--- config.mk ---
export PLATFORM = sky130hd
export DESIGN_NAME = opd_top
export DESIGN_NICKNAME = d
export VERILOG_FILES = /design/src/hw/opd_top.v /design/src/hw/opd_decode.v
export VERILOG_INCLUDE_DIRS = /design/src /design/src/hw
export SDC_FILE = /design/constraint.sdc
export NUM_CORES = 1
export LEC_CHECK = 0
export BUFFER_PORTS_ARGS = -buffer_cell sky130_fd_sc_hd__clkbuf_2
export CAP_MARGIN = 15
export CORE_MARGIN = 10
export CORE_UTILIZATION = 40
export CTS_CLUSTER_SIZE = 30
export DETAILED_ROUTE_END_ITERATION = 6
export HOLD_SLACK_MARGIN = 0.06
export PLACE_DENSITY = 0.69
export SLEW_MARGIN = 20
export SYNTH_ARGS = -nofsm -noshare
export SYNTH_HDL_FRONTEND = slang
export SYNTH_SLANG_ARGS = --single-unit
export TNS_END_PERCENT = 20
--- constraint.sdc ---
create_clock -name aclk -period 3.7 [get_ports aclk]
set_input_delay 0.74 -clock aclk [delete_from_list [all_inputs] [get_ports aclk]]
set_output_delay 0.74 -clock aclk [all_outputs]
set_load 0.03 [all_outputs]
--- src/hw/opd_consts.vh ---
`ifndef OPD_CONSTS_VH
`define OPD_CONSTS_VH

// ==========================================================
// bus geometry
`define OPD_ADDR_W 8
`define OPD_DATA_W 32
`define OPD_RESP_OKAY 2'h0
`define OPD_RESP_SLVERR 2'h2

// ==========================================================
// register indices; byte address is four times the index
`define OPD_IDX_CH2_CTL 8'h22
`define OPD_IDX_CH3_CTL 8'h23
`define OPD_IDX_STATUS 8'h24
`define OPD_SEL_NONE 2'h0
`define OPD_SEL_CH2 2'h1
`define OPD_SEL_CH3 2'h2
`define OPD_SEL_STAT 2'h3

// ==========================================================
// control register fields
`define OPD_SRC_BIT 7
`define OPD_FMT_HI 6
`define OPD_FMT_LO 5
`define OPD_MODEA_HI 4
`define OPD_MODEA_LO 3
`define OPD_MODEB_HI 2
`define OPD_MODEB_LO 1
`define OPD_CH2_MASK 8'hfe
`define OPD_CH3_MASK 8'h7e
`define OPD_CH2_RESET 8'hb0
`define OPD_CH3_RESET 8'h30

// ==========================================================
// field codes
`define OPD_FMT_OFF 2'h0
`define OPD_FMT_ACDIFF 2'h1
`define OPD_FMT_HCSL 2'h2
`define OPD_FMT_CMOS 2'h3
`define OPD_SRC_FIRST 1'h0
`define OPD_SRC_SECOND 1'h1
`define OPD_MODE_0 2'h0
`define OPD_MODE_1 2'h1
`define OPD_MODE_2 2'h2
`define OPD_MODE_3 2'h3

// ==========================================================
// analogue settings in plain units
`define OPD_TAIL_MA_0 5'h04
`define OPD_TAIL_MA_1 5'h06
`define OPD_TAIL_MA_2 5'h08
`define OPD_TAIL_MA_3_HCSL 5'h10
`define OPD_TAIL_MA_3_DIFF 5'h08
`define OPD_RLOAD_1 8'h32
`define OPD_RLOAD_2 8'h64
`define OPD_RLOAD_3 8'hc8

`endif

--- src/hw/opd_top.v ---
// Overview of operation
// - source select bit routes first synthesizer at 0, second at 1; resets 1.
// - channel 2 format: 0 off, 1 ac differential, 2 hcsl, 3 cmos; reset 1.
// - channel 2 mode a bits 4:3 reset 2: tail current or positive leg state.
// - channel 2 mode b bits 2:1 reset 0: hcsl load or negative leg state.
// - channel 3 format bits 6:5 reset 1, mode a bits 4:3 reset 2.
// - channel 3 mode b bits 2:1 reset 0, decoded like channel 2.
`timescale 1ns/1ns
`default_nettype none
`include "opd_consts.vh"

module opd_top (
    // clock and reset
    input wire aclk,
    input wire aresetn,
    // write address
    input wire [`OPD_ADDR_W-1:0] s_axi_awaddr,
    input wire [2:0] s_axi_awprot,
    input wire s_axi_awvalid,
    output reg s_axi_awready,
    // write data
    input wire [`OPD_DATA_W-1:0] s_axi_wdata,
    input wire [3:0] s_axi_wstrb,
    input wire s_axi_wvalid,
    output reg s_axi_wready,
    // write response
    output reg [1:0] s_axi_bresp,
    output reg s_axi_bvalid,
    input wire s_axi_bready,
    // read address
    input wire [`OPD_ADDR_W-1:0] s_axi_araddr,
    input wire [2:0] s_axi_arprot,
    input wire s_axi_arvalid,
    output reg s_axi_arready,
    // read data
    output reg [`OPD_DATA_W-1:0] s_axi_rdata,
    output reg [1:0] s_axi_rresp,
    output reg s_axi_rvalid,
    input wire s_axi_rready,
    // pair source
    output reg pair23_source_select,
    // channel 2 fields
    output reg [1:0] ch2_format,
    output reg [1:0] ch2_drive_mode_a,
    output reg [1:0] ch2_drive_mode_b,
    // channel 2 driver controls
    output reg ch2_drv_on,
    output reg [4:0] ch2_tail_ma,
    output reg [7:0] ch2_rload_ohm,
    output reg [2:0] ch2_outp_ctl,
    output reg [2:0] ch2_outn_ctl,
    // channel 3 fields
    output reg [1:0] ch3_format,
    output reg [1:0] ch3_drive_mode_a,
    output reg [1:0] ch3_drive_mode_b,
    // channel 3 driver controls
    output reg ch3_drv_on,
    output reg [4:0] ch3_tail_ma,
    output reg [7:0] ch3_rload_ohm,
    output reg [2:0] ch3_outp_ctl,
    output reg [2:0] ch3_outn_ctl
);

    // ==========================================================
    // address decode, shared by both channels of the bus
    function [1:0] reg_sel;
        input [`OPD_ADDR_W-1:0] addr;
        begin
            if (addr[1:0] != 2'h0)
                reg_sel = `OPD_SEL_NONE;
            else if ({2'h0, addr[`OPD_ADDR_W-1:2]} == `OPD_IDX_CH2_CTL)
                reg_sel = `OPD_SEL_CH2;
            else if ({2'h0, addr[`OPD_ADDR_W-1:2]} == `OPD_IDX_CH3_CTL)
                reg_sel = `OPD_SEL_CH3;
            else if ({2'h0, addr[`OPD_ADDR_W-1:2]} == `OPD_IDX_STATUS)
                reg_sel = `OPD_SEL_STAT;
            else
                reg_sel = `OPD_SEL_NONE;
        end
    endfunction

    // ==========================================================
    // stored configuration
    reg [7:0] ch2_ctl_reg;
    reg [7:0] ch3_ctl_reg;
    reg aw_hold_reg;
    reg w_hold_reg;
    reg [`OPD_ADDR_W-1:0] awaddr_reg;
    reg [7:0] wbyte_reg;
    reg wlane_reg;

    wire [1:0] wr_sel;
    wire do_write;
    wire [1:0] rd_sel;
    wire [1:0] c2_fmt;
    wire [1:0] c2_ma;
    wire [1:0] c2_mb;
    wire [1:0] c3_fmt;
    wire [1:0] c3_ma;
    wire [1:0] c3_mb;
    wire c2_on;
    wire [4:0] c2_tail;
    wire [7:0] c2_rload;
    wire [2:0] c2_p;
    wire [2:0] c2_n;
    wire c3_on;
    wire [4:0] c3_tail;
    wire [7:0] c3_rload;
    wire [2:0] c3_p;
    wire [2:0] c3_n;
    wire [7:0] status_byte;

    assign wr_sel = reg_sel(awaddr_reg);
    assign rd_sel = reg_sel(s_axi_araddr);
    assign do_write = aw_hold_reg && w_hold_reg && !s_axi_bvalid;

    assign c2_fmt = ch2_ctl_reg[`OPD_FMT_HI:`OPD_FMT_LO];
    assign c2_ma = ch2_ctl_reg[`OPD_MODEA_HI:`OPD_MODEA_LO];
    assign c2_mb = ch2_ctl_reg[`OPD_MODEB_HI:`OPD_MODEB_LO];
    assign c3_fmt = ch3_ctl_reg[`OPD_FMT_HI:`OPD_FMT_LO];
    assign c3_ma = ch3_ctl_reg[`OPD_MODEA_HI:`OPD_MODEA_LO];
    assign c3_mb = ch3_ctl_reg[`OPD_MODEB_HI:`OPD_MODEB_LO];

    // live view of what the drivers are doing, from the output flops
    assign status_byte = {3'h0, ch3_outn_ctl[2] | ch3_outp_ctl[2],
        ch3_drv_on, ch2_outn_ctl[2] | ch2_outp_ctl[2], ch2_drv_on,
        pair23_source_select};

    // ==========================================================
    // per-channel driver decode
    opd_decode u_ch2_dec (
        .format(c2_fmt),
        .mode_a(c2_ma),
        .mode_b(c2_mb),
        .drv_on(c2_on),
        .tail_ma(c2_tail),
        .rload_ohm(c2_rload),
        .outp_ctl(c2_p),
        .outn_ctl(c2_n)
    );

    opd_decode u_ch3_dec (
        .format(c3_fmt),
        .mode_a(c3_ma),
        .mode_b(c3_mb),
        .drv_on(c3_on),
        .tail_ma(c3_tail),
        .rload_ohm(c3_rload),
        .outp_ctl(c3_p),
        .outn_ctl(c3_n)
    );

    // ==========================================================
    // write path: address and data may arrive in either order
    always @(posedge aclk)
    begin
        if (!aresetn)
        begin
            s_axi_awready <= 1'b1;
            s_axi_wready <= 1'b1;
            s_axi_bvalid <= 1'b0;
            s_axi_bresp <= `OPD_RESP_OKAY;
            aw_hold_reg <= 1'b0;
            w_hold_reg <= 1'b0;
            awaddr_reg <= {`OPD_ADDR_W{1'b0}};
            wbyte_reg <= 8'h00;
            wlane_reg <= 1'b0;
            ch2_ctl_reg <= `OPD_CH2_RESET;
            ch3_ctl_reg <= `OPD_CH3_RESET;
        end
        else
        begin
            if (s_axi_awvalid && s_axi_awready)
            begin
                aw_hold_reg <= 1'b1;
                awaddr_reg <= s_axi_awaddr;
                s_axi_awready <= 1'b0;
            end
            if (s_axi_wvalid && s_axi_wready)
            begin
                w_hold_reg <= 1'b1;
                wbyte_reg <= s_axi_wdata[7:0];
                wlane_reg <= s_axi_wstrb[0];
                s_axi_wready <= 1'b0;
            end
            if (do_write)
            begin
                aw_hold_reg <= 1'b0;
                w_hold_reg <= 1'b0;
                s_axi_bvalid <= 1'b1;
                s_axi_bresp <= (wr_sel == `OPD_SEL_CH2 || wr_sel == `OPD_SEL_CH3) ?
                    `OPD_RESP_OKAY : `OPD_RESP_SLVERR;
                // only byte lane 0 carries a register; reserved bits never store
                if (wlane_reg && wr_sel == `OPD_SEL_CH2)
                    ch2_ctl_reg <= wbyte_reg & `OPD_CH2_MASK;
                if (wlane_reg && wr_sel == `OPD_SEL_CH3)
                    ch3_ctl_reg <= wbyte_reg & `OPD_CH3_MASK;
            end
            if (s_axi_bvalid && s_axi_bready)
            begin
                s_axi_bvalid <= 1'b0;
                s_axi_awready <= 1'b1;
                s_axi_wready <= 1'b1;
            end
        end
    end

    // ==========================================================
    // read path: one outstanding read, answered on the next edge
    always @(posedge aclk)
    begin
        if (!aresetn)
        begin
            s_axi_arready <= 1'b1;
            s_axi_rvalid <= 1'b0;
            s_axi_rresp <= `OPD_RESP_OKAY;
            s_axi_rdata <= {`OPD_DATA_W{1'b0}};
        end
        else
        begin
            if (s_axi_arvalid && s_axi_arready)
            begin
                s_axi_arready <= 1'b0;
                s_axi_rvalid <= 1'b1;
                s_axi_rresp <= `OPD_RESP_OKAY;
                case (rd_sel)
                    `OPD_SEL_CH2:
                        s_axi_rdata <= {24'h000000, ch2_ctl_reg & `OPD_CH2_MASK};
                    `OPD_SEL_CH3:
                        s_axi_rdata <= {24'h000000, ch3_ctl_reg & `OPD_CH3_MASK};
                    `OPD_SEL_STAT:
                        s_axi_rdata <= {24'h000000, status_byte};
                    default:
                    begin
                        s_axi_rdata <= {`OPD_DATA_W{1'b0}};
                        s_axi_rresp <= `OPD_RESP_SLVERR;
                    end
                endcase
            end
            if (s_axi_rvalid && s_axi_rready)
            begin
                s_axi_rvalid <= 1'b0;
                s_axi_arready <= 1'b1;
            end
        end
    end

    // ==========================================================
    // driver control outputs, registered so the analogue side sees clean levels
    always @(posedge aclk)
    begin
        if (!aresetn)
        begin
            pair23_source_select <= `OPD_SRC_SECOND;
            ch2_format <= `OPD_FMT_ACDIFF;
            ch2_drive_mode_a <= `OPD_MODE_2;
            ch2_drive_mode_b <= `OPD_MODE_0;
            ch3_format <= `OPD_FMT_ACDIFF;
            ch3_drive_mode_a <= `OPD_MODE_2;
            ch3_drive_mode_b <= `OPD_MODE_0;
            ch2_drv_on <= 1'b1;
            ch2_tail_ma <= `OPD_TAIL_MA_2;
            ch2_rload_ohm <= 8'h00;
            ch2_outp_ctl <= 3'h0;
            ch2_outn_ctl <= 3'h0;
            ch3_drv_on <= 1'b1;
            ch3_tail_ma <= `OPD_TAIL_MA_2;
            ch3_rload_ohm <= 8'h00;
            ch3_outp_ctl <= 3'h0;
            ch3_outn_ctl <= 3'h0;
        end
        else
        begin
            pair23_source_select <= ch2_ctl_reg[`OPD_SRC_BIT];
            ch2_format <= c2_fmt;
            ch2_drive_mode_a <= c2_ma;
            ch2_drive_mode_b <= c2_mb;
            ch3_format <= c3_fmt;
            ch3_drive_mode_a <= c3_ma;
            ch3_drive_mode_b <= c3_mb;
            ch2_drv_on <= c2_on;
            ch2_tail_ma <= c2_tail;
            ch2_rload_ohm <= c2_rload;
            ch2_outp_ctl <= c2_p;
            ch2_outn_ctl <= c2_n;
            ch3_drv_on <= c3_on;
            ch3_tail_ma <= c3_tail;
            ch3_rload_ohm <= c3_rload;
            ch3_outp_ctl <= c3_p;
            ch3_outn_ctl <= c3_n;
        end
    end

endmodule
`default_nettype wire

--- src/hw/opd_decode.v ---
`timescale 1ns/1ns
`default_nettype none
`include "opd_consts.vh"

module opd_decode (
    // stored fields
    input wire [1:0] format,
    input wire [1:0] mode_a,
    input wire [1:0] mode_b,
    // driver controls
    output reg drv_on,
    output reg [4:0] tail_ma,
    output reg [7:0] rload_ohm,
    output reg [2:0] outp_ctl,
    output reg [2:0] outn_ctl
);

    // ==========================================================
    // single-ended leg: {oe, run, invert}
    function [2:0] cmos_leg;
        input [1:0] code;
        begin
            case (code)
                `OPD_MODE_0: cmos_leg = 3'h0;
                `OPD_MODE_1: cmos_leg = 3'h4;
                `OPD_MODE_2: cmos_leg = 3'h7;
                default: cmos_leg = 3'h6;
            endcase
        end
    endfunction

    // ==========================================================
    always @*
    begin
        drv_on = (format != `OPD_FMT_OFF);
        tail_ma = 5'h00;
        rload_ohm = 8'h00;
        outp_ctl = 3'h0;
        outn_ctl = 3'h0;
        case (format)
            `OPD_FMT_ACDIFF, `OPD_FMT_HCSL:
            begin
                case (mode_a)
                    `OPD_MODE_0: tail_ma = `OPD_TAIL_MA_0;
                    `OPD_MODE_1: tail_ma = `OPD_TAIL_MA_1;
                    `OPD_MODE_2: tail_ma = `OPD_TAIL_MA_2;
                    default: tail_ma = (format == `OPD_FMT_HCSL) ?
                        `OPD_TAIL_MA_3_HCSL : `OPD_TAIL_MA_3_DIFF;
                endcase
                // load only applies to hcsl; code 0 leaves it open
                if (format == `OPD_FMT_HCSL)
                begin
                    case (mode_b)
                        `OPD_MODE_1: rload_ohm = `OPD_RLOAD_1;
                        `OPD_MODE_2: rload_ohm = `OPD_RLOAD_2;
                        `OPD_MODE_3: rload_ohm = `OPD_RLOAD_3;
                        default: rload_ohm = 8'h00;
                    endcase
                end
            end
            `OPD_FMT_CMOS:
            begin
                outp_ctl = cmos_leg(mode_a);
                outn_ctl = cmos_leg(mode_b);
            end
            default:
            begin
                tail_ma = 5'h00;
            end
        endcase
    end

endmodule
`default_nettype wire

==> results by group, run 1 <==
Floorplan
  • Die H: 116 um
  • Die Footprint: 13300 um2
  • I/O pins: 159
  • Core region area: 8810 um2
  • Die X: 116 um
  • Core Rows: 34
  • Initial Util: 41.5%

Finish
  • Most frequent cells in the layout: clkbuf_2 (94), dfxtp_1 (91), nand2_1 (57)
  • Fillers: 852
  • N_diodes: 0
  • NumNets Final: 554
  • Register area: 1820 um2
  • Area grow syn2layout: 15.8%
  • Share of cells above drive strength 1: 25.4%
  • Multi-input logic area: 1570 um2
  • Commonest non-fill, non-tap cell in the layout: clkbuf_2

Timing
  • Fin. max-slew vios: 0
  • Clock skew: 11.2 ps
  • Slew HR: 42.2%
  • Final Hold Fails: 0
  • Post-layout min period: 2040 ps
  • Least-Margin Pin Slew: 866 ps
  • Fmax achieved: 490 MHz
  • Min Hold Slack: 467 ps
  • RSZ-0062 raised after global routing: no
  • Final Setup Violations: 0
  • Setup TNS: 0 ps
  • Period Utilization, post-route: 55.1%

Clock tree
  • Skew-Pair Late Insertion Delay: 350 ps
  • CTS tree: built
  • Max Buffers Root-to-Sink: 2
  • Post-cts resize count: 0
  • Inserted Clock Buffers: 9
  • Clock transition at path regs: 90 ps
  • Htree depth: 3
  • Clock Tree Root: clkbuf_8
  • Clock sinks: 91
  • Postcts setup bufs: 0
  • CTS Hold Buffers Added: 0

Critical path
  • R2R cell count: 8
  • Crit path required time: 3920 ps
  • R2R Path End: ch3_ctl_reg[4]$_SDFFE_PN1P_
  • Critical Setup Path Class: reg2reg
  • Critical Path End Type: flop
  • Crit path max fanout: 6
  • Reg2Reg Setup Slack: 1660 ps
  • Reg2reg start: awaddr_reg[5]$_SDFFE_PN0P_
  • Worst Path Arrival: 2260 ps
  • CP Launch Type: flop

Placement
  • # port buffers: 94
  • DP HPWL: 6.40 mm
  • GPL Wtd Cong: 0.794

GRT
  • Overall Global Routing Usage: 12.3%
  • Global-route wire length before repair: 13.2 mm
  • Vias in the first global route: 2727
  • Initial antenna violation count: 0
  • Pin count of the biggest net entering global routing: 55
  • Total grt overflow: 0

Logic synthesis
  • Cells after synthesis: 385
  • Avg Cell Area, Syn: 9.48 um2
  • Sequential share of the synthesized area: 49.9%
  • Synth Cell Area: 3650 um2
  • Register bit total from synthesis: 91
  • Synthesis Warnings: 0
  • Synth cell types: 43

Route
  • 1st-iter DRT viols: 84
  • Post-DR vias/cell: 4.65
  • Routed length per instance: 14.4 um
  • Via count: 2722
  • Post-detailed-routing wire length: 8.44 mm
  • Drt pass-1 iters: 4
  • Number of remaining DRC errors: 0
  • Post-route antenna net violation count: 0

Worst hold path
  • Worst hold path class: reg2reg
  • Hold endpoint: wbyte_reg[7]$_SDFFE_PN0P_
  • Worst hold start: wbyte_reg[7]$_SDFFE_PN0P_
  • Hold path cells: 2

Pwr
  • VDD IR max: 0.215 mV
  • PwrDens: 414 nW/um2
  • Leakage: 2.05 nW

Run status
  • Outcome: complete, no violations

Run
  • Max-cap viol count: 0
-- layer usage --
metal  vias up  global-route usage [%]  routed length [um]
met2       101                    19.2                3710
met3         8                    4.39                 666
met4         0                    3.80                  80
met5         -                       0                   0
li1       1379                       -                   -
met1      1234                    15.5                3980
-- power by group --
group	leakage, nW	internal, mW	switching (mW)
Sequential	0.738	0.996	0.0154
Clock	0.0787	0.245	0.353
Combinational	1.23	0.0384	0.103
-- synth_stat cells --
library cell  instances  area share (%)
nand2_1              57             5.9
a311oi_1              2            0.48
and3_1               12             2.1
or2b_2                1            0.24
nand2b_1              4            0.69
nand3_2               2            0.55
nand3b_1              1            0.21
nand4_1               1            0.17
dfxtp_1              91              50
and2_1                9             1.5
a21oi_2               1            0.24
nor2_1               36             3.7
nor3b_4               1            0.51
a221o_1               1            0.27
xnor2_1               1            0.24
buf_1                 1            0.10
buf_4                35             7.2
buf_2                 2            0.27
ha_1                 17             5.8
nand4_4               1            0.58
mux2_2                1            0.31
nand4b_1              2            0.48
and3b_1               1            0.24
o2111a_2              1            0.34
inv_1                15             1.5
nor2b_1               3            0.51
and2b_4               1            0.27
a22oi_1               2            0.41
a21boi_0             15             3.1
o22ai_1               2            0.34
conb_1                1            0.10
mux2i_1              17             4.7
nor4_1                1            0.17
o211a_1               1            0.27
nor3_1                3            0.41
a21oi_1               7            0.96
nor2_2                1            0.17
nor3b_2               1            0.34
o21ai_0               7            0.96
nand3_1              13             1.8
or3b_1                2            0.48
a32oi_1               2            0.48
clkbuf_1             10             1.0
-- layout make-up --
cell class / instances / area share [%]
clock buffers: 10 / 3.02
clock inverters: 6 / 0.977
inverters: 15 / 1.33
flip-flops and latches: 91 / 43.1
repair buffers: 95 / 11.3
well taps: 108 / 3.20
multi-input cells: 260 / 37.1
-- cells by family after synthesis --
| family | count (synthesis) | synth area share (%) |
|---|---|---|
| AND/OR/NAND/NOR | 153 | 21.0 |
| flip-flops | 91 | 49.9 |
| multiplexers | 18 | 4.97 |
| other | 1 | 0.103 |
| buffers and inverters | 63 | 10.1 |
| XOR/XNOR | 1 | 0.240 |
| AO/OA/AOI/OAI | 41 | 7.85 |
| adder cells (fa/ha/maj) | 17 | 5.83 |
-- through the flow --
step | area, um2 | std cells | setup slack [ps] | utilization, % | power (mW)
6_report | 4230 | 585 | 1660 | 48.0 | 1.75
5_1_grt | 4230 | 585 | 1450 | 48.0 | 1.82
4_1_cts | 4230 | 585 | 1630 | 48.0 | 1.76
3_3_place_gp | 4060 | 569 | 1730 | 46.1 | 1.17
3_5_place_dp | 4060 | 569 | 1670 | 46.1 | 1.17
2_1_floorplan | 3760 | 414 | 1980 | - | 1.16
-- worst max-delay path by stage --
stage	start	to	slack, ps	cells after the start
5_1_grt	awaddr_reg[5]$_SDFFE_PN0P_	ch3_ctl_reg[4]$_SDFFE_PN1P_	1450	8
2_1_floorplan	awaddr_reg[5]$_SDFFE_PN0P_	ch3_ctl_reg[4]$_SDFFE_PN1P_	1980	8
3_3_place_gp	s_axi_araddr[2]	s_axi_rdata[1]$_SDFFE_PN0P_	1730	5
3_5_place_dp	awaddr_reg[5]$_SDFFE_PN0P_	ch3_ctl_reg[4]$_SDFFE_PN1P_	1670	8
4_1_cts	awaddr_reg[5]$_SDFFE_PN0P_	ch3_ctl_reg[4]$_SDFFE_PN1P_	1630	8
6_report	awaddr_reg[5]$_SDFFE_PN0P_	ch3_ctl_reg[4]$_SDFFE_PN1P_	1660	8
-- critical path, stage by stage, from the launching register on --
cell and delay [ps]:
dfxtp_1 320, nor4_1 410, nand2_1 130, nor3_1 270, inv_1 80, ha_1 210, nand3_2 200, mux2i_1 230
nand2_1 70
No activity file was read; power rests on OpenSTA's default activity.
==> run 2: changes to the inputs <==
==> constraint.sdc (replaced) <==
create_clock -name aclk -period 2.1 [get_ports aclk]
set_input_delay 0.42 -clock aclk [delete_from_list [all_inputs] [get_ports aclk]]
set_output_delay 0.42 -clock aclk [all_outputs]
set_load 0.03 [all_outputs]
==> results by group, run 2 (synthesized netlist as in run 1, its figures left out) <==
Run
  • Max-cap viol count: 0

Timing
  • Clock skew: 13.3 ps
  • Final Setup Violations: 0
  • Post-layout min period: 1820 ps
  • Final Hold Fails: 0
  • Setup TNS: 0 ps
  • Slew HR: 59.2%
  • Fin. max-slew vios: 0
  • Period Utilization, post-route: 86.9%
  • RSZ-0062 raised after global routing: no
  • Fmax achieved: 548 MHz
  • Least-Margin Pin Slew: 611 ps

Pwr
  • Sw Ratio: 24.1%
  • Logic pwr share: 7.7%
  • PwrDens: 765 nW/um2
  • Clock share of power: 38.0%
  • Internal power: 2.49 mW
  • VDD IR max: 0.292 mV
  • Leakage: 2.09 nW
  • Sequential Power Share: 54.3%
  • Sw Pwr: 791 uW

Critical path
  • CP most frequent cell: nand2_1
  • Reg2reg start: awaddr_reg[5]$_SDFFE_PN0P_
  • Crit path required time: 2310 ps
  • Crit-path max cell delay: 330 ps
  • CP Cell Sequence: nor4_2 -> nand2_1 -> nor3_2 -> inv_1 -> ha_1 -> nand3_2 -> mux2i_1 -> nand2_1
  • R2R Path End: ch3_ctl_reg[5]$_SDFFE_PN1P_
  • Worst path slowest cell: dfxtp_1
  • CP Launch Type: flop
  • Worst Path Arrival: 2030 ps
  • Critical Setup Path Class: reg2reg
  • Reg2Reg Setup Slack: 280 ps
  • Critical Path End Type: flop
  • R2R cell count: 8
  • Worst Path Buf+Inv: 1
  • Crit path max fanout: 6
  • CP top delay family: simple AND/OR/NAND/NOR gates

Placement
  • # port buffers: 94
  • GPL Wtd Cong: 0.787
  • DP HPWL: 6.46 mm
  • DP Area: 4070 um2

Clock tree
  • CTS tree: built
  • Clock sinks: 91
  • Skew-Pair Late Insertion Delay: 340 ps
  • Postcts setup bufs: 0
  • Max Buffers Root-to-Sink: 2
  • Htree depth: 3
  • Inserted Clock Buffers: 9
  • Clock transition at path regs: 90 ps
  • Clock Tree Root: clkbuf_8

Run status
  • Outcome: complete, no violations

GRT
  • Overall Global Routing Usage: 12.3%
  • Global-route wire length before repair: 13.4 mm
  • Vias in the first global route: 2832
  • Total grt overflow: 0
  • Initial antenna violation count: 0
  • Pin count of the biggest net entering global routing: 55

Floorplan
  • Die Footprint: 13300 um2
  • Die H: 116 um
  • Core Rows: 34
  • Die X: 116 um
  • Core region area: 8810 um2
  • I/O pins: 159
  • Initial Util: 41.5%

Finish
  • Post-Route Utilization: 48.8%
  • Layout Cell Area excl Fill: 4290 um2
  • N_diodes: 0
  • Area grow syn2layout: 17.6%
  • Register area: 1820 um2
  • Fillers: 855
  • Multi-input logic area: 1580 um2
  • Most frequent cells in the layout: clkbuf_2 (94), dfxtp_1 (91), nand2_1 (57)
  • NumNets Final: 556
  • Commonest non-fill, non-tap cell in the layout: clkbuf_2
  • Share of cells above drive strength 1: 25.9%

Worst hold path
  • Worst hold path class: in2reg
  • Hold endpoint: s_axi_awready$_SDFFE_PP1P_
  • Worst hold start: s_axi_awvalid
  • Hold path cells: 2

Route
  • Post-detailed-routing wire length: 8.34 mm
  • Post-route antenna net violation count: 0
  • Via count: 2665
  • 1st-iter DRT viols: 95
  • Post-DR vias/cell: 4.54
  • Number of remaining DRC errors: 0
  • Drt pass-1 iters: 4
  • Routed length per instance: 14.2 um
-- run 2: routing by layer --
layer | wire, um | GRT usage, % | part of all wire, % | vias to the layer above
li1 | - | - | - | 1384
met1 | 3920 | 15.0 | 47 | 1191
met2 | 3700 | 20.3 | 44 | 84
met4 | 60 | 3.13 | 0.72 | 0
met5 | 0 | 0 | 0 | -
met3 | 662 | 4.39 | 7.9 | 6
-- run 2: power by group through the flow --
stage | Clock [mW] | Combinational, mW | Sequential (mW)
floorplan | 0 | 0.215 | 1.83
global placement | 0 | 0.245 | 1.82
detailed placement | 0 | 0.250 | 1.82
CTS | 1.28 | 0.251 | 1.78
global route | 1.35 | 0.279 | 1.79
finish | 1.25 | 0.253 | 1.78
-- run 2: layout make-up --
type                            instances  share of cell area, %
Clock buffer                           11                   3.06
Clock inverter                          5                   1.81
Inverter                               15                   1.31
Multi-Input combinational cell        260                   36.8
Sequential cell                        91                   42.4
Tap cell                              108                   3.15
Timing Repair Buffer                   97                   11.5
-- run 2: per-stage QoR --
stage / cells / hold WS, ps / setup slack (ps) / power [mW]
floorplan: 414 / 424 / 377 / 2.05
global placement: 571 / 452 / 163 / 2.07
detailed placement: 571 / 463 / 146 / 2.07
CTS: 587 / 270 / 114 / 3.31
global route: 587 / 290 / 64.8 / 3.42
finish: 587 / 289 / 276 / 3.28
-- run 2: repair_timing --
action | CTS | global route
setup endpoints to repair | 0 | 13
hold buffers | 0 | 0
gates resized for setup | 0 | 2
-- run 2: worst reg2reg max path, cell delays in order (launching register included) --
cell and delay (ps):
dfxtp_1 330, nor4_2 310, nand2_1 120, nor3_2 200, inv_1 60, ha_1 200
nand3_2 190, mux2i_1 220, nand2_1 70
-- run 2: how the worst max path moves through the flow --
stage                                           from                     endpoint  slack, ps  cells after the start
after floorplan           awaddr_reg[5]$_SDFFE_PN0P_  ch3_ctl_reg[4]$_SDFFE_PN1P_        380                      8
after global placement    awaddr_reg[5]$_SDFFE_PN0P_  ch3_ctl_reg[5]$_SDFFE_PN1P_        160                      8
after detailed placement  awaddr_reg[5]$_SDFFE_PN0P_  ch3_ctl_reg[5]$_SDFFE_PN1P_        150                      8
after CTS                 awaddr_reg[5]$_SDFFE_PN0P_  ch3_ctl_reg[5]$_SDFFE_PN1P_        110                      8
after global routing      awaddr_reg[5]$_SDFFE_PN0P_  ch3_ctl_reg[5]$_SDFFE_PN1P_         60                      8
final                     awaddr_reg[5]$_SDFFE_PN0P_  ch3_ctl_reg[5]$_SDFFE_PN1P_        280                      8
